`config.mk`:
```
export PLATFORM = sky130hd
export DESIGN_NAME = mesm_top
export DESIGN_NICKNAME = d
export VERILOG_FILES = /design/src/verilog/mesm_pkg.sv /design/src/verilog/mesm_sync.sv /design/src/verilog/mesm_satcnt.sv /design/src/verilog/mesm_top.sv
export SDC_FILE = /design/constraint.sdc
export NUM_CORES = 1
export LEC_CHECK = 0
export BUFFER_PORTS_ARGS = -buffer_cell sky130_fd_sc_hd__buf_2
export CORE_ASPECT_RATIO = 1.1
export CORE_UTILIZATION = 40
export CTS_CLUSTER_SIZE = 40
export DETAILED_ROUTE_END_ITERATION = 8
export HOLD_SLACK_MARGIN = 0.15
export PLACE_DENSITY = 0.58
export SYNTH_ARGS = -nofsm -noshare
export SYNTH_HDL_FRONTEND = slang
export SYNTH_SLANG_ARGS = --single-unit
export TNS_END_PERCENT = 100
```
`constraint.sdc`:
```
create_clock -name I_REF_CLK -period 4.6 [get_ports I_REF_CLK]
set_input_delay 1.15 -clock I_REF_CLK [delete_from_list [all_inputs] [get_ports I_REF_CLK]]
set_output_delay 1.15 -clock I_REF_CLK [all_outputs]
set_load 0.01 [all_outputs]
```
`src/verilog/mesm_pkg.sv`:
```
// shared constants, register map and state types of the error signal monitor
package mesm_pkg;

  localparam int CLK_PERIOD_NS = 5;
  localparam int TICK_NS       = 1000;
  localparam int TICK_CYCLES   = (TICK_NS + CLK_PERIOD_NS - 1) / CLK_PERIOD_NS;
  localparam int TICK_W        = 8;

  localparam int ADDR_W  = 8;
  localparam int DATA_W  = 16;
  localparam int THR_W   = 16;
  localparam int TIMER_W = 17;
  localparam int FC_W    = 4;

  localparam logic [ADDR_W-1:0] REG_CTRL     = 8'h00;
  localparam logic [ADDR_W-1:0] REG_LOW_MAX  = 8'h04;
  localparam logic [ADDR_W-1:0] REG_LOW_MIN  = 8'h08;
  localparam logic [ADDR_W-1:0] REG_HIGH_MAX = 8'h0C;
  localparam logic [ADDR_W-1:0] REG_HIGH_MIN = 8'h10;
  localparam logic [ADDR_W-1:0] REG_THRESH   = 8'h14;
  localparam logic [ADDR_W-1:0] REG_STATUS   = 8'h18;

  localparam int CTRL_EN_BIT     = 0;
  localparam int CTRL_MODE_BIT   = 1;
  localparam int CTRL_RSTEN_BIT  = 2;
  localparam int TH_ENDRV_LSB    = 0;
  localparam int TH_RST_LSB      = 4;
  localparam int STAT_FC_LSB     = 0;
  localparam int STAT_FAIL_BIT   = 4;
  localparam int STAT_RSTF_BIT   = 5;
  localparam int STAT_RUN_BIT    = 6;

  localparam logic [THR_W-1:0] LOW_MAX_RST  = 16'h0064;
  localparam logic [THR_W-1:0] LOW_MIN_RST  = 16'h000A;
  localparam logic [THR_W-1:0] HIGH_MAX_RST = 16'h0064;
  localparam logic [THR_W-1:0] HIGH_MIN_RST = 16'h000A;
  localparam logic [FC_W-1:0]  ENDRV_TH_RST = 4'h5;
  localparam logic [FC_W-1:0]  RST_TH_RST   = 4'hF;
  localparam logic [FC_W-1:0]  FC_DEFAULT   = 4'h0;
  localparam logic [FC_W-1:0]  FC_MAX       = 4'hF;

  typedef enum logic [2:0] {
    DEV_OFF    = 3'b000,
    DEV_RESET  = 3'b001,
    DEV_DIAG   = 3'b010,
    DEV_ACTIVE = 3'b011,
    DEV_SAFE   = 3'b100
  } mesm_dev_state_t;

  typedef enum logic [2:0] {
    S_IDLE      = 3'b000,
    S_LP_ARM    = 3'b001,
    S_LP_START  = 3'b010,
    S_LP_LOW    = 3'b011,
    S_PWM_ARM   = 3'b100,
    S_PWM_FIRST = 3'b101,
    S_PWM_SEC   = 3'b110
  } mesm_mon_state_t;

endpackage

```
`src/verilog/mesm_sync.sv`:
```
// three-stage pin synchroniser with agreement filter
`timescale 1ns/100ps
`default_nettype none
module mesm_sync
(
  input  wire logic i_clk,
  input  wire logic i_rst_n,
  input  wire logic i_pin,
  output var  logic o_level
);
  logic ff1_reg;
  logic ff2_reg;
  logic ff3_reg;

  always_ff @(posedge i_clk or negedge i_rst_n)
  begin
    if (!i_rst_n)
    begin
      ff1_reg <= 1'b1;
      ff2_reg <= 1'b1;
      ff3_reg <= 1'b1;
    end
    else
    begin
      ff1_reg <= i_pin;
      ff2_reg <= ff1_reg;
      ff3_reg <= ff2_reg;
    end
  end

  // level moves only once the two settled stages agree
  always_ff @(posedge i_clk or negedge i_rst_n)
  begin
    if (!i_rst_n)
      o_level <= 1'b1;
    else if (ff2_reg == ff3_reg)
      o_level <= ff3_reg;
  end
endmodule // mesm_sync
`default_nettype wire

```
`src/verilog/mesm_satcnt.sv`:
```
// saturating failure counter with reload
`timescale 1ns/100ps
`default_nettype none
module mesm_satcnt
(
  input  wire logic                      i_clk,
  input  wire logic                      i_rst_n,
  input  wire logic                      i_init,
  input  wire logic                      i_inc,
  input  wire logic                      i_dec,
  output var  logic [mesm_pkg::FC_W-1:0] o_count
);
  import mesm_pkg::*;

  always_ff @(posedge i_clk or negedge i_rst_n)
  begin
    if (!i_rst_n)
      o_count <= FC_DEFAULT;
    else if (i_init)
      o_count <= FC_DEFAULT;
    else if (i_inc && o_count != FC_MAX)
      o_count <= o_count + 4'h1;
    else if (i_dec && !i_inc && o_count != 4'h0)
      o_count <= o_count - 4'h1;
  end

  count_sat_a: assert property (@(posedge i_clk) disable iff (!i_rst_n)
    (o_count == FC_MAX && i_inc && !i_init) |=> o_count == FC_MAX)
    else $error("failure counter wrapped past its top");
endmodule // mesm_satcnt
`default_nettype wire

```
`src/verilog/mesm_top.sv`:
```
// error signal monitor: pulse checks, failure counter, state requests
// How it works
// - one bit selects low-pulse or PWM mode
// - idle until software sets enable bit
// - low-pulse mode: each low checked against maximum
// - starting high: wait for first falling edge
// - starting low, no rise: error, count, retime
// - start-up timeout is low max plus high max
// - PWM mode uses four min/max thresholds
// - PWM starts on any edge; silence is error
// - pulse outside its limits: error, count, restart
// - low then high, both in range: decrement; code decrements any in-range phase pair, high then low included
// - new event right after error or success
// - active, no reset option: safe, output low
// - over reset threshold, option on: reset request
// - over reset threshold, option off: safe request
// - already safe: nothing further happens
// - listed events restart cycle, clear counter, flag
// - listed events reload counter to default
//
// Chosen here: the plain strobed port and the address map.
`timescale 1ns/100ps
`default_nettype none
module mesm_top
(
  input  wire logic                              I_REF_CLK,
  input  wire logic                              I_RST_N,
  input  wire logic [mesm_pkg::ADDR_W-1:0]       I_ADDR,
  input  wire logic [mesm_pkg::DATA_W-1:0]       I_WDATA,
  input  wire logic                              I_WR,
  input  wire logic                              I_RD,
  output var  logic [mesm_pkg::DATA_W-1:0]       O_RDATA,
  input  wire logic                              I_MCU_ERR,
  input  wire mesm_pkg::mesm_dev_state_t         I_DEV_STATE,
  input  wire logic                              I_SELF_TEST_DONE,
  output var  logic                              O_REQ_SAFE,
  output var  logic                              O_REQ_RESET,
  output var  logic                              O_EN_INT_FORCE_LOW,
  output var  logic                              O_MONITOR_FAIL
);
  import mesm_pkg::*;

  localparam int SEQ_GAP = 1;

  logic                   en_reg;
  logic                   mode_reg;
  logic                   rsten_reg;
  logic [THR_W-1:0]       lmax_reg;
  logic [THR_W-1:0]       lmin_reg;
  logic [THR_W-1:0]       hmax_reg;
  logic [THR_W-1:0]       hmin_reg;
  logic [FC_W-1:0]        endrv_th_reg;
  logic [FC_W-1:0]        rst_th_reg;
  logic                   fail_reg;
  logic                   rstfail_reg;
  logic                   en_q_reg;
  logic                   mode_q_reg;
  mesm_dev_state_t        dev_q_reg;
  logic                   lvl;
  logic                   lvl_q_reg;
  logic                   edge_seen;
  logic [TICK_W-1:0]      tick_reg;
  logic                   tick;
  logic [TIMER_W-1:0]     timer_reg;
  logic [TIMER_W-1:0]     start_to;
  mesm_mon_state_t        state_reg;
  mesm_mon_state_t        state_next;
  logic                   restart;
  logic                   err;
  logic                   ok;
  logic                   phase_reg;
  logic                   phase_next;
  logic [TIMER_W-1:0]     min_cur;
  logic [TIMER_W-1:0]     max_cur;
  logic [FC_W-1:0]        fc;
  logic                   reset_entry;
  logic                   safe_to_diag;
  logic                   cycle_init;
  logic                   cnt_init;
  logic                   safe_cond;
  logic                   rst_cond;
  logic                   endrv_cond;
  logic                   safe_cond_q_reg;
  logic                   rst_cond_q_reg;
  logic                   flag_set;
  logic                   stat_wr;

  mesm_sync u_sync
  (
    .i_clk   (I_REF_CLK),
    .i_rst_n (I_RST_N),
    .i_pin   (I_MCU_ERR),
    .o_level (lvl)
  );

  // init wins over a same-cycle error; only cycle_init restarts the cycle, a safe_to_diag reload leaves it running
  mesm_satcnt u_fc
  (
    .i_clk   (I_REF_CLK),
    .i_rst_n (I_RST_N),
    .i_init  (cnt_init),
    .i_inc   (err),
    .i_dec   (ok),
    .o_count (fc)
  );

  // control and threshold registers
  always_ff @(posedge I_REF_CLK or negedge I_RST_N)
  begin
    if (!I_RST_N)
    begin
      en_reg       <= 1'b0;
      mode_reg     <= 1'b0;
      rsten_reg    <= 1'b0;
      lmax_reg     <= LOW_MAX_RST;
      lmin_reg     <= LOW_MIN_RST;
      hmax_reg     <= HIGH_MAX_RST;
      hmin_reg     <= HIGH_MIN_RST;
      endrv_th_reg <= ENDRV_TH_RST;
      rst_th_reg   <= RST_TH_RST;
    end
    else if (I_WR)
    begin
      case (I_ADDR)
        REG_CTRL:
        begin
          en_reg    <= I_WDATA[CTRL_EN_BIT];
          mode_reg  <= I_WDATA[CTRL_MODE_BIT];
          rsten_reg <= I_WDATA[CTRL_RSTEN_BIT];
        end
        REG_LOW_MAX:  lmax_reg <= I_WDATA;
        REG_LOW_MIN:  lmin_reg <= I_WDATA;
        REG_HIGH_MAX: hmax_reg <= I_WDATA;
        REG_HIGH_MIN: hmin_reg <= I_WDATA;
        REG_THRESH:
        begin
          endrv_th_reg <= I_WDATA[TH_ENDRV_LSB +: FC_W];
          rst_th_reg   <= I_WDATA[TH_RST_LSB +: FC_W];
        end
        default: ;
      endcase
    end
  end

  // read data stands for the single cycle after the strobe
  always_ff @(posedge I_REF_CLK or negedge I_RST_N)
  begin
    if (!I_RST_N)
      O_RDATA <= '0;
    else if (I_RD)
    begin
      case (I_ADDR)
        REG_CTRL:     O_RDATA <= DATA_W'({rsten_reg, mode_reg, en_reg});
        REG_LOW_MAX:  O_RDATA <= lmax_reg;
        REG_LOW_MIN:  O_RDATA <= lmin_reg;
        REG_HIGH_MAX: O_RDATA <= hmax_reg;
        REG_HIGH_MIN: O_RDATA <= hmin_reg;
        REG_THRESH:   O_RDATA <= DATA_W'({rst_th_reg, endrv_th_reg});
        REG_STATUS:   O_RDATA <= DATA_W'({state_reg != S_IDLE, rstfail_reg, fail_reg, fc});
        default:      O_RDATA <= '0;
      endcase
    end
    else
      O_RDATA <= '0;
  end

  // history for edge and transition detection
  always_ff @(posedge I_REF_CLK or negedge I_RST_N)
  begin
    if (!I_RST_N)
    begin
      en_q_reg   <= 1'b0;
      mode_q_reg <= 1'b0;
      dev_q_reg  <= DEV_OFF;
      lvl_q_reg  <= 1'b1;
    end
    else
    begin
      en_q_reg   <= en_reg;
      mode_q_reg <= mode_reg;
      dev_q_reg  <= I_DEV_STATE;
      lvl_q_reg  <= lvl;
    end
  end

  assign edge_seen    = lvl != lvl_q_reg;
  assign reset_entry  = (I_DEV_STATE == DEV_RESET) && (dev_q_reg != DEV_RESET);
  assign safe_to_diag = (dev_q_reg == DEV_SAFE) && (I_DEV_STATE == DEV_DIAG);
  // power-on reset itself is covered by the asynchronous reset values
  assign cycle_init   = reset_entry || I_SELF_TEST_DONE || (mode_reg != mode_q_reg)
                        || (!en_reg && en_q_reg);
  assign cnt_init     = cycle_init || safe_to_diag || (en_reg && !en_q_reg);

  // microsecond tick keeps 16-bit thresholds useful at the fast core clock
  always_ff @(posedge I_REF_CLK or negedge I_RST_N)
  begin
    if (!I_RST_N)
    begin
      tick_reg  <= '0;
      timer_reg <= '0;
    end
    else if (restart)
    begin
      tick_reg  <= '0;
      timer_reg <= '0;
    end
    else
    begin
      tick_reg <= tick ? '0 : tick_reg + 8'h01;
      if (tick && timer_reg != {TIMER_W{1'b1}})
        timer_reg <= timer_reg + 17'h00001;
    end
  end

  assign tick     = tick_reg == TICK_W'(TICK_CYCLES - 1);
  assign start_to = {1'b0, lmax_reg} + {1'b0, hmax_reg};
  assign min_cur  = {1'b0, phase_reg ? hmin_reg : lmin_reg};
  assign max_cur  = {1'b0, phase_reg ? hmax_reg : lmax_reg};

  // monitoring sequence
  always_comb
  begin
    state_next = state_reg;
    phase_next = phase_reg;
    restart    = 1'b0;
    err        = 1'b0;
    ok         = 1'b0;
    case (state_reg)
      S_IDLE:
      begin
        restart = 1'b1;
        if (en_reg)
          state_next = mode_reg ? S_PWM_ARM : (lvl ? S_LP_ARM : S_LP_START);
      end
      S_LP_ARM:
      begin
        restart = 1'b1;
        if (edge_seen && !lvl)
          state_next = S_LP_LOW;
      end
      S_LP_START:
      begin
        if (edge_seen && lvl)
        begin
          restart    = 1'b1;
          state_next = S_LP_ARM;
        end
        else if (timer_reg > start_to)
        begin
          err     = 1'b1;
          restart = 1'b1;
        end
      end
      S_LP_LOW:
      begin
        if (edge_seen && lvl)
        begin
          ok         = 1'b1;
          restart    = 1'b1;
          state_next = S_LP_ARM;
        end
        else if (timer_reg > {1'b0, lmax_reg})
        begin
          err        = 1'b1;
          restart    = 1'b1;
          state_next = S_LP_START;
        end
      end
      S_PWM_ARM:
      begin
        if (edge_seen)
        begin
          restart    = 1'b1;
          phase_next = lvl;
          state_next = S_PWM_FIRST;
        end
        else if (timer_reg > start_to)
        begin
          err     = 1'b1;
          restart = 1'b1;
        end
      end
      S_PWM_FIRST, S_PWM_SEC:
      begin
        if (edge_seen)
        begin
          restart    = 1'b1;
          phase_next = lvl;
          if (timer_reg < min_cur)
          begin
            err        = 1'b1;
            state_next = S_PWM_FIRST;
          end
          else if (state_reg == S_PWM_SEC)
          begin
            ok         = 1'b1;
            state_next = S_PWM_FIRST;
          end
          else
            state_next = S_PWM_SEC;
        end
        else if (timer_reg > max_cur)
        begin
          err        = 1'b1;
          restart    = 1'b1;
          state_next = S_PWM_ARM;
        end
      end
      default:
      begin
        restart    = 1'b1;
        state_next = S_IDLE;
      end
    endcase
    if (cycle_init || !en_reg)
    begin
      state_next = S_IDLE;
      restart    = 1'b1;
      err        = 1'b0;
      ok         = 1'b0;
    end
  end

  always_ff @(posedge I_REF_CLK or negedge I_RST_N)
  begin
    if (!I_RST_N)
    begin
      state_reg <= S_IDLE;
      phase_reg <= 1'b0;
    end
    else
    begin
      state_reg <= state_next;
      phase_reg <= phase_next;
    end
  end

  // threshold evaluation; in SAFE none of these hold, so nothing repeats
  assign endrv_cond = (I_DEV_STATE == DEV_ACTIVE) && !rsten_reg && (fc > endrv_th_reg);
  assign rst_cond   = ((I_DEV_STATE == DEV_DIAG) || (I_DEV_STATE == DEV_ACTIVE))
                      && (fc > rst_th_reg);
  assign safe_cond  = endrv_cond || (rst_cond && !rsten_reg);
  assign flag_set   = (safe_cond && !safe_cond_q_reg) || (rst_cond && rsten_reg && !rst_cond_q_reg);
  assign stat_wr    = I_WR && (I_ADDR == REG_STATUS);

  always_ff @(posedge I_REF_CLK or negedge I_RST_N)
  begin
    if (!I_RST_N)
    begin
      safe_cond_q_reg <= 1'b0;
      rst_cond_q_reg  <= 1'b0;
      O_REQ_SAFE      <= 1'b0;
      O_REQ_RESET     <= 1'b0;
    end
    else
    begin
      safe_cond_q_reg <= safe_cond;
      rst_cond_q_reg  <= rst_cond && rsten_reg;
      O_REQ_SAFE      <= safe_cond && !safe_cond_q_reg;
      O_REQ_RESET     <= rst_cond && rsten_reg && !rst_cond_q_reg;
    end
  end

  // status flags: write one to clear, a new failure wins over the clear
  always_ff @(posedge I_REF_CLK or negedge I_RST_N)
  begin
    if (!I_RST_N)
    begin
      fail_reg    <= 1'b0;
      rstfail_reg <= 1'b0;
    end
    else if (flag_set)
    begin
      fail_reg    <= 1'b1;
      rstfail_reg <= 1'b1;
    end
    else
    begin
      if (cycle_init || (stat_wr && I_WDATA[STAT_FAIL_BIT]))
        fail_reg <= 1'b0;
      if (stat_wr && I_WDATA[STAT_RSTF_BIT])
        rstfail_reg <= 1'b0;
    end
  end

  // enable line is held low until the device leaves the safe condition
  always_ff @(posedge I_REF_CLK or negedge I_RST_N)
  begin
    if (!I_RST_N)
      O_EN_INT_FORCE_LOW <= 1'b0;
    else if (endrv_cond && !safe_cond_q_reg)
      O_EN_INT_FORCE_LOW <= 1'b1;
    else if (safe_to_diag || reset_entry)
      O_EN_INT_FORCE_LOW <= 1'b0;
  end

  assign O_MONITOR_FAIL = fail_reg;

  idle_when_off_a: assert property (@(posedge I_REF_CLK) disable iff (!I_RST_N)
    !en_reg |=> state_reg == S_IDLE && !err)
    else $error("monitor ran while disabled");

  lp_arm_quiet_a: assert property (@(posedge I_REF_CLK) disable iff (!I_RST_N)
    state_reg == S_LP_ARM |-> !err && !ok)
    else $error("counted before first falling edge");

  lp_low_max_a: assert property (@(posedge I_REF_CLK) disable iff (!I_RST_N)
    (err && state_reg == S_LP_LOW) |-> timer_reg > {1'b0, lmax_reg} && !lvl)
    else $error("low pulse flagged before its maximum");

  start_timeout_a: assert property (@(posedge I_REF_CLK) disable iff (!I_RST_N)
    (err && (state_reg == S_LP_START || state_reg == S_PWM_ARM))
    |-> timer_reg == start_to + 17'h00001 ##SEQ_GAP timer_reg == '0)
    else $error("start-up timeout not at low max plus high max");

  pwm_short_a: assert property (@(posedge I_REF_CLK) disable iff (!I_RST_N)
    (en_reg && !cycle_init && edge_seen && timer_reg < min_cur
     && (state_reg == S_PWM_FIRST || state_reg == S_PWM_SEC))
    |-> err ##1 state_reg == S_PWM_FIRST)
    else $error("short pwm pulse not flagged");

  count_up_a: assert property (@(posedge I_REF_CLK) disable iff (!I_RST_N)
    (err && !cnt_init && fc != FC_MAX) |=> fc == $past(fc) + 4'h1)
    else $error("error did not raise the counter");

  count_down_a: assert property (@(posedge I_REF_CLK) disable iff (!I_RST_N)
    (ok && !cnt_init && fc != 4'h0) |=> fc == $past(fc) - 4'h1)
    else $error("correct signalling did not lower the counter");

  safe_pulse_a: assert property (@(posedge I_REF_CLK) disable iff (!I_RST_N)
    $rose(safe_cond) |=> O_REQ_SAFE && fail_reg && rstfail_reg ##1 !O_REQ_SAFE)
    else $error("safe request not a single pulse with flags");

  init_clear_a: assert property (@(posedge I_REF_CLK) disable iff (!I_RST_N)
    cnt_init |=> fc == FC_DEFAULT)
    else $error("counter not reloaded");
endmodule // mesm_top
`default_nettype wire

```
==> metrics.md, run 1 <==
| Metric | Value |
|---|---|
| Outcome | completed |
| Clock Power Share | 44.6% |
| Logic gate share of total power | 12.2% |
| Final Setup Violations | 0 |
| Worst min path class | register to register |
| Number of I/O pins | 53 |
| Clk pin slew, worst setup/hold paths | 0.07 ns |
| # nets final | 1,101 |
| Reg2reg start | lmax_reg[0] |
| Fin crit period | 4.561 ns |
| Port Buf Inserts | 52 |
| Max Root-Sink Buffers | 2 |
| WP buf/inv | 0 |
| Cell taking the most area after synthesis | dfrtp_1 |
| FF+latch count, synth | 141 |
| H-Tree Depth | 4 |
| Post-synthesis sequential area ratio | 38.90% |
| Largest register FFs | 17 |
| Crit share post-route | 99.15% |
| DP Area | 9951 um2 |
| Max-Cap Viols | 0 |
| CP Class | register to register |
| Initial antenna violation count | 0 |
| Layout cells sized above 1 | 27.03% |
| Grt ovf | 0 |
| Sw Ratio | 27.98% |
| Chip Height | 160.5 um |
| First-pass GRT wire length | 39,100 um |
| Detailed Route WL | 24,610 um |
| Async set-reset flop share out of synthesis | 100.0% |
| WL/cell | 19.24 um |
| Ranking of synthesized cells by area | dfrtp_1 33%, ha_1 13%, mux2_2 9.7%, dfstp_2 6.0%, mux2i_1 3.8% |
| Post-synth top cells | 120 x dfrtp_1, 95 x ha_1, 79 x mux2_2 |
| Peak supply drop | 218.9 uV |
| Most frequent cell after synthesis | dfrtp_1 |
| Total track usage | 21.50% |
| Post-Place Setup Slack | -0.4767 ns |
| Distinct cells, synth | 70 |
| Synth Instances | 887 |
| Static leakage | 4.947 nW |
| Unrepaired setup endpoints after global routing | true |
| R2R setup slack | 0.04 ns |
| Synth warnings | 0 |
| P&R area growth vs syn | 17.24% |
| Cts bufs inserted | 17 |
| Post-synth top area share | 32.86% |
| Cell depth of the worst setup path | 21 |
| DRC Markers | 0 |
| Worst-Margin Slew | 0.8542 ns |
| Syn Area/Cell | 10.30 um2 |
| Critical path cell sequence | ha_2 > fa_2 > a21oi_2 > o21ai_2 > o41ai_4 > o2111ai_1 > o211ai_1 > xor2_1 > ha_1 > nand4_1 > or4_1 > mux2i_1 > a21oi_2 > a22oi_2 > and2_4 > ha_4 > a21o_1 > a21o_1 > nor2_2 > o21ai_1 > nor3b_2 |
| Critical Path Start Type | register |
| Diode count | 0 |
| Critical path origin | lmax_reg[0] |
| Crit-path leading delay family | compound AO/OA/AOI/OAI gates |
| Crit end category | register |
| Post-route cell area | 10,710 um2 |
| Data arrival time of the critical path | 4.89 ns |
| Part of the power in registers | 43.2% |
| Initial Utilization | 41.07% |
| Peak Freq | 0.2192 GHz |
| Syn Std Cell Area | 9138 um2 |
| Final Hold Viols | 0 |
| CTS Root Cell | clkbuf_16 |
| Hold_buf cts | 0 |
| Max-slew violation count | 0 |
| DIE WIDTH | 146.1 um |
| Largest net degree at the start of global routing | 89 |
| Core region area | 22,250 um2 |
| Internal power | 0.002211 W |
| Die area | 23,450 um2 |
| Vias/cell | 5.654 |
| CTS tree | built |
| Reg2Reg Depth | 21 |
| CP required | 4.92 ns |
| PwrDens | 286.6 nW/um2 |
| Crit Reg-Reg Endpoint | u_fc.o_count[3] |
| PnR Total Power | 0.003070 W |
| Post-synth EDFFs | 0 |
| Clk sinks | 141 |
| Vias in the first global route | 7,152 |
| Synth Flop Type | dfrtp_1 |
| Max_slew headroom | 42.91% |
| GP Congestion | 0.8189 |
| Final-layout fill cell count | 2,100 |
| Max FO, Critical Path | 3 |
| CP max-delay cell | or4_1 |
| FP Rows | 57 |
| Crit path largest cell delay | 0.51 ns |
| Post-Syn Nets | 1,017 |
| P_sw | 0.0008589 W |
| Final Util | 48.14% |
| Via Count | 7,231 |
| Cells after DPL | 1,240 |
| DP HPWL | 18,010 um |
| ANT nets after route | 0 |
| Final worst slack | 0.03895 ns |
| Initial DRC Count | 404 |
| DRT Pass-1 Iters | 7 |
| Post-Layout Cell Count | 1,279 |
| Clk Latency, worst-skew pair | 0.43 ns |
| Critical Path Sink | u_fc.o_count[3] |
| Clock skew | 0.01176 ns |
## cells by family (layout without fill, tap and decap cells)
kind of cell	Yosys count	after routing	share of synthesized area, %
and+or+nand+nor	249	249	13.87
DFF	141	141	38.90
buffers and inverters	75	170	3.382
adders and majority gates	98	98	13.56
muxes	114	114	13.57
AOI/OAI and AO/OA	170	172	12.80
xor gates and xnor gates	40	40	3.916
## what timing repair did
action                                  4_1_cts  5_1_grt
endpoints found under the setup margin        3       28
setup buffers                                 3        2
cloned                                        0        2
resized for setup                            17       15
pin swaps                                    20       23
hold endpoints to repair                      0        0
## worst min-delay path by stage
| stage | startpoint | to | slack [ns] | cells after the start |
|---|---|---|---|---|
| 2_1_floorplan | u_sync.ff1_reg | u_sync.ff2_reg | 0.35 | 0 |
| 3_3_place_gp | u_sync.ff1_reg | u_sync.ff2_reg | 0.35 | 0 |
| 3_5_place_dp | u_sync.ff1_reg | u_sync.ff2_reg | 0.35 | 0 |
| 4_1_cts | u_sync.ff1_reg | u_sync.ff2_reg | 0.36 | 0 |
| 5_1_grt | u_sync.ff1_reg | u_sync.ff2_reg | 0.37 | 0 |
| 6_report | u_sync.ff1_reg | u_sync.ff2_reg | 0.36 | 0 |
## layer usage
metal  wire (um)  GRT usage, %  part of all wire (%)
met1       10900         27.30                    44
met2       12090         36.34                    49
met3         824         3.750                   3.3
met4         799         8.523                   3.2
met5           0             0                     0
## area by class of cell
type | instances | area, um2 | area share, %
clock buffer | 17 | 425.4 | 3.971
inverter | 41 | 153.9 | 1.437
clock inverter | 15 | 150.1 | 1.402
timing repair buffer | 97 | 616.8 | 5.758
sequential | 141 | 3556 | 33.19
multi-input combinational | 673 | 5441 | 50.79
tap | 295 | 369.1 | 3.445
## power groups by stage
stage / clock [W] / combinational (W) / sequential, W
finish: 0.00137 / 0.000374 / 0.00133
global route: 0.00145 / 0.000417 / 0.00133
CTS: 0.00140 / 0.000369 / 0.00133
detailed placement: 0 / 0.000356 / 0.00135
global placement: 0 / 0.000351 / 0.00135
floorplan: 0 / 0.000215 / 0.00134
## placed cells by master (no fill, tap or decap), types with 32 or more instances in the layout
cell type  Yosys  final
buf_2          7     51
buf_4          1     44
dfrtp_1      120    119
ha_1          95     93
inv_1         41     41
mux2_2        79     79
mux2i_1       35     35
nand2_1       51     51
nor2_1        72     71
o21ai_0       37     32
## metrics by stage
stage / setup TNS (ns) / hold WS (ns)
2_1_floorplan: 0 / 0.3452
3_3_place_gp: -0.5617 / 0.3479
3_5_place_dp: -1.028 / 0.3472
4_1_cts: -0.05727 / 0.3619
5_1_grt: -0.3382 / 0.3679
6_report: 0 / 0.3606
(Power assumes the default switching activity.)
==> run 2, diff against run 1 <==
--- a/config.mk
+++ b/config.mk
@@ -5,13 +5,13 @@
 export SDC_FILE = /design/constraint.sdc
 export NUM_CORES = 1
 export LEC_CHECK = 0
-export BUFFER_PORTS_ARGS = -buffer_cell sky130_fd_sc_hd__buf_2
 export CORE_ASPECT_RATIO = 1.1
 export CORE_UTILIZATION = 40
 export CTS_CLUSTER_SIZE = 40
 export DETAILED_ROUTE_END_ITERATION = 8
+export DONT_BUFFER_PORTS = 1
 export HOLD_SLACK_MARGIN = 0.15
-export PLACE_DENSITY = 0.58
+export PLACE_DENSITY = 0.56
 export SYNTH_ARGS = -nofsm -noshare
 export SYNTH_HDL_FRONTEND = slang
 export SYNTH_SLANG_ARGS = --single-unit
==> metrics.md, run 2 (synthesized netlist as in run 1, its figures left out) <==
| Metric | Value |
|---|---|
| Outcome | completed |
| DRT Pass-1 Iters | 4 |
| Unrepaired setup endpoints after global routing | true |
| Crit Reg-Reg Endpoint | u_fc.o_count[3] |
| Initial antenna violation count | 0 |
| Initial Utilization | 41.07% |
| Port Buf Inserts | 0 |
| Clk sinks | 141 |
| DRC Markers | 0 |
| Crit end category | register |
| Largest net degree at the start of global routing | 142 |
| CP required | 4.96 ns |
| Critical Path Start Type | register |
| Grt ovf | 0 |
| Clock skew | 0.01085 ns |
| Largest register FFs | 17 |
| Final Setup Violations | 0 |
| Diode count | 0 |
| Fin crit period | 4.598 ns |
| Peak Freq | 0.2175 GHz |
| Peak supply drop | 226.1 uV |
| FP Rows | 57 |
| Crit share post-route | 99.97% |
| R2R setup slack | 0.002 ns |
| GP Congestion | 0.8307 |
| Hold path cells | 0 |
| ANT nets after route | 0 |
| PnR Total Power | 0.002966 W |
| WL/cell | 20.34 um |
| Vias/cell | 5.623 |
| Worst-Margin Slew | 0.8677 ns |
| Static leakage | 4.707 nW |
| Number of I/O pins | 53 |
| PwrDens | 284.1 nW/um2 |
| Layout cells sized above 1 | 23.40% |
| Final-layout fill cell count | 2,116 |
| Most frequent cells in the layout | 119 x dfrtp_1, 91 x ha_1, 79 x mux2_2, 71 x nor2_1, 51 x nand2_1 |
| Most common cell after layout, fill and taps aside | dfrtp_1 |
| CTS tree | built |
| Reg2Reg Depth | 21 |
| Clk Latency, worst-skew pair | 0.44 ns |
| DIE WIDTH | 146.1 um |
| Hold Path Sink | u_sync.ff2_reg |
| DP HPWL | 17,910 um |
| P&R area growth vs syn | 14.24% |
| Detailed Route WL | 25,040 um |
| Die area | 23,450 um2 |
| Max FO, Critical Path | 5 |
| # nets final | 1,053 |
| Chip Height | 160.5 um |
| Total track usage | 21.93% |
| Post-route cell area | 10,440 um2 |
| Initial DRC Count | 370 |
| Beginning of the worst hold path | u_sync.ff1_reg |
| Max Root-Sink Buffers | 2 |
| CTS Root Cell | clkbuf_16 |
| Data arrival time of the critical path | 4.96 ns |
| Setup TNS | 0 ns |
| Cts bufs inserted | 17 |
| Via Count | 6,922 |
| CP Class | register to register |
| Core region area | 22,250 um2 |
| Final Util | 46.91% |
| Clk pin slew, worst setup/hold paths | 0.07 ns |
| Max-Cap Viols | 0 |
| Max-slew violation count | 0 |
| Vias in the first global route | 7,044 |
| Worst min path class | register to register |
| First-pass GRT wire length | 39,390 um |
| DP Area | 9694 um2 |
| Max_slew headroom | 42.02% |
| Cells after DPL | 1,191 |
| H-Tree Depth | 4 |
| Reg2reg start | lmax_reg[1] |
| Final Hold Viols | 0 |
| Post-Layout Cell Count | 1,231 |
-- run 2: how the worst max path moves through the flow --
stage                start               to  slack, ns  depth (start not counted)
2_1_floorplan  lmax_reg[0]  u_fc.o_count[3]       0.09                         21
3_3_place_gp   lmax_reg[0]  u_fc.o_count[3]      -0.30                         23
3_5_place_dp   lmax_reg[0]  u_fc.o_count[3]      -0.41                         23
4_1_cts        hmax_reg[0]  u_fc.o_count[3]      -0.12                         21
5_1_grt        lmax_reg[0]  u_fc.o_count[3]      -0.23                         21
6_report       lmax_reg[1]  u_fc.o_count[3]      0.002                         21
-- run 2: through the flow --
stage	setup slack (ns)	hold slack, ns
CTS	-0.1163	0.3580
floorplan	0.09034	0.3452
detailed placement	-0.4125	0.3479
global placement	-0.2981	0.3463
global route	-0.2322	0.3587
finish	0.001522	0.3562
-- run 2: routing by layer --
metal  up-vias  wire (um)  track usage (%)
met3        38        970            4.261
met1      3385      10930            27.04
met2       140      12430            37.58
li1       3359          -                -
met4         0        700            8.902
met5         -          0                0
-- run 2: final cells by class --
type	count	area [um2]	share of cell area (%)
repair buffers	49	367.9	3.524
inverters	41	153.9	1.474
clock inverters	15	125.1	1.199
multi-input cells	673	5441	52.13
clock buffers	17	425.4	4.075
well taps	295	369.1	3.536
flip-flops and latches	141	3556	34.06
-- run 2: critical path: stages, from the launching register on --
cell and delay (ns):
dfrtp_1 0.41, buf_4 0.17, ha_1 0.33, a211oi_2 0.22, o21ai_1 0.13, a31oi_1 0.25, a21oi_1 0.15, buf_4 0.16
xnor2_1 0.12, ha_1 0.31, nand4_1 0.11, or4_1 0.51, mux2i_1 0.19, a21oi_2 0.10, a22oi_2 0.23, and2_4 0.20
ha_4 0.19, a21o_1 0.15, a21o_1 0.20, a21boi_4 0.15, o21ai_1 0.11, nor3b_2 0.15
-- run 2: report_power, final --
part / internal, W / switching (W) / total, W
clock: 0.000705 / 0.000623 / 0.00133
combinational: 0.000145 / 0.000168 / 0.000313
sequential: 0.00129 / 0.0000375 / 0.00133
total: 0.00214 / 0.000829 / 0.00297
-- run 2: what timing repair did --
| item | in CTS | in global routing |
|---|---|---|
| gates resized for setup | 19 | 13 |
| pin swaps | 22 | 24 |
| hold buffers | 0 | 0 |
| endpoints found under the hold margin | 0 | 0 |
| setup buffers | 2 | 4 |
| cloned | 0 | 2 |
| setup endpoints to repair | 3 | 29 |
==> run 3, diff against run 2 <==
--- a/config.mk
+++ b/config.mk
@@ -6,12 +6,12 @@
 export NUM_CORES = 1
 export LEC_CHECK = 0
 export CORE_ASPECT_RATIO = 1.1
-export CORE_UTILIZATION = 40
+export CORE_UTILIZATION = 24
 export CTS_CLUSTER_SIZE = 40
 export DETAILED_ROUTE_END_ITERATION = 8
 export DONT_BUFFER_PORTS = 1
 export HOLD_SLACK_MARGIN = 0.15
-export PLACE_DENSITY = 0.56
+export PLACE_DENSITY = 0.38
 export SYNTH_ARGS = -nofsm -noshare
 export SYNTH_HDL_FRONTEND = slang
 export SYNTH_SLANG_ARGS = --single-unit
==> metrics.md, run 3 (synthesized netlist as in run 1, its figures left out) <==
| Metric | Value |
|---|---|
| Critical Path Start Type | register |
| Clk pin slew, worst setup/hold paths | 0.06 ns |
| Vias/cell | 4.832 |
| ANT nets after route | 0 |
| Port Buf Inserts | 0 |
| Violated checks | setup timing |
| Max_slew headroom | 36.41% |
| Core region area | 37,310 um2 |
| Initial Utilization | 24.49% |
| Max Root-Sink Buffers | 2 |
| Die area | 38,860 um2 |
| CP max-delay cell | dfstp_2 |
| DP HPWL | 20,910 um |
| Crit share post-route | 100.3% |
| FP Rows | 74 |
| Peak Freq | 0.2167 GHz |
| Crit end category | register |
| Initial antenna violation count | 1 |
| CTS Root Cell | clkbuf_16 |
| Max FO, Critical Path | 3 |
| Total track usage | 15.09% |
| Critical path cell sequence | ha_1 > buf_4 > o21ai_0 > o21ai_0 > a31oi_2 > a21oi_2 > buf_4 > xnor2_1 > ha_1 > nand4_1 > or4_1 > mux2i_1 > a21oi_2 > a22oi_2 > and2_4 > ha_4 > a21o_1 > a21o_1 > a21boi_4 > nor3_2 > nor3b_2 |
| CTS tree | built |
| Fin crit period | 4.615 ns |
| Largest net degree at the start of global routing | 142 |
| Most frequent cells in the layout | 119 x dfrtp_1, 92 x ha_1, 79 x mux2_2, 69 x nor2_1, 64 x buf_4 |
| DIE WIDTH | 188.0 um |
| Initial DRC Count | 362 |
| Clk Latency, worst-skew pair | 0.44 ns |
| Cells after DPL | 1,405 |
| Vias in the first global route | 7,192 |
| Post-Layout Cell Count | 1,447 |
| Largest register FFs | 17 |
| WL/cell | 19.86 um |
| CP Class | register to register |
| Cts bufs inserted | 17 |
| Final Hold Viols | 0 |
| CP required | 4.92 ns |
| GP Congestion | 0.7673 |
| Clock skew | 0.01780 ns |
| Number of I/O pins | 53 |
| Data arrival time of the critical path | 4.93 ns |
| Final-layout fill cell count | 3,906 |
| Chip Height | 206.6 um |
| WP buf/inv | 2 |
| P&R area growth vs syn | 19.49% |
| # nets final | 1,070 |
| Via Count | 6,992 |
| Setup TNS | -0.01517 ns |
| DRC Markers | 0 |
| Worst-Margin Slew | 0.9515 ns |
| Diode count | 0 |
| Crit path largest cell delay | 0.53 ns |
| Static leakage | 4.821 nW |
| Final Setup Violations | 1 |
| Detailed Route WL | 28,740 um |
| Final worst slack | -0.01517 ns |
| First-pass GRT wire length | 43,750 um |
| DRT Pass-1 Iters | 6 |
| Worst min path class | register to register |
| Max-Cap Viols | 0 |
| Outcome | finished with violations |
| Layout cells sized above 1 | 24.76% |
| Peak supply drop | 247.8 uV |
| H-Tree Depth | 4 |
| Unrepaired setup endpoints after global routing | true |
| Grt ovf | 0 |
| Hold_buf cts | 0 |
| Clk sinks | 141 |
| PwrDens | 282.0 nW/um2 |
| Hold WS | 0.3554 ns |
| Most common cell after layout, fill and taps aside | dfrtp_1 |
| Max-slew violation count | 0 |
| Crit-path leading delay family | compound AO/OA/AOI/OAI gates |
run 3: worst paths after layout:
kind | slack [ns] | endpoint | from | cells after the start
min in group asynchronous | 0.43 | u_fc.o_count[3] | I_RST_N | 0
max in group asynchronous | 3.82 | lmax_reg[6] | I_RST_N | 0
worst max register to register | -0.02 | u_fc.o_count[3] | lmax_reg[2] | 21
worst min-delay path | 0.36 | u_sync.ff2_reg | u_sync.ff1_reg | 0
worst min register to register | 0.36 | u_sync.ff2_reg | u_sync.ff1_reg | 0
worst max-delay path | -0.02 | u_fc.o_count[3] | lmax_reg[2] | 21
run 3: through the flow:
stage	power, W	setup slack, ns	instance area (um2)	utilization, %
CTS	0.003124	-0.2252	10750	28.81
global route	0.003215	-0.2612	10920	29.26
global placement	0.001674	-0.4178	10070	26.98
floorplan	0.001551	0.09034	9145	-
detailed placement	0.001676	-0.5005	10070	26.98
finish	0.003079	-0.01517	10920	29.26
run 3: routing by layer:
| metal | global-route usage [%] | vias up | routed length [um] |
|---|---|---|---|
| met5 | 0 | - | 0 |
| met4 | 4.123 | 0 | 416 |
| li1 | - | 3393 | - |
| met1 | 18.46 | 3475 | 12950 |
| met3 | 3.618 | 21 | 999 |
| met2 | 26.37 | 103 | 14370 |
run 3: timing repair:
action,CTS,global route
buffers inserted,3,4
setup endpoints to repair,3,29
pin swaps,23,26
cloned,0,3
gates resized for setup,18,21
run 3: layout make-up:
class                      count  area, um2  area share (%)
timing repair buffer          65      500.5           4.584
tap                          494      618.1           5.661
sequential                   141       3556           32.57
multi-input combinational    674       5500           50.38
clock inverter                 9      111.4           1.020
clock buffer                  23      478.0           4.378
inverter                      41      153.9           1.410
run 3: worst register-to-register path, cell delays in order (launching register included):
cell      delay [ns]
dfstp_2         0.53
ha_1            0.25
buf_4           0.14
o21ai_0         0.20
o21ai_0         0.20
a31oi_2         0.29
a21oi_2         0.11
buf_4           0.15
xnor2_1         0.13
ha_1            0.30
nand4_1         0.11
or4_1           0.52
mux2i_1         0.18
a21oi_2         0.09
a22oi_2         0.21
and2_4          0.19
ha_4            0.19
a21o_1          0.15
a21o_1          0.19
a21boi_4        0.14
nor3_2          0.18
nor3b_2         0.06
run 3: power by group:
group	internal, W	switching (W)
registers	0.00129	0.0000374
clock network	0.000843	0.000572
logic	0.000159	0.000179
total	0.00229	0.000789
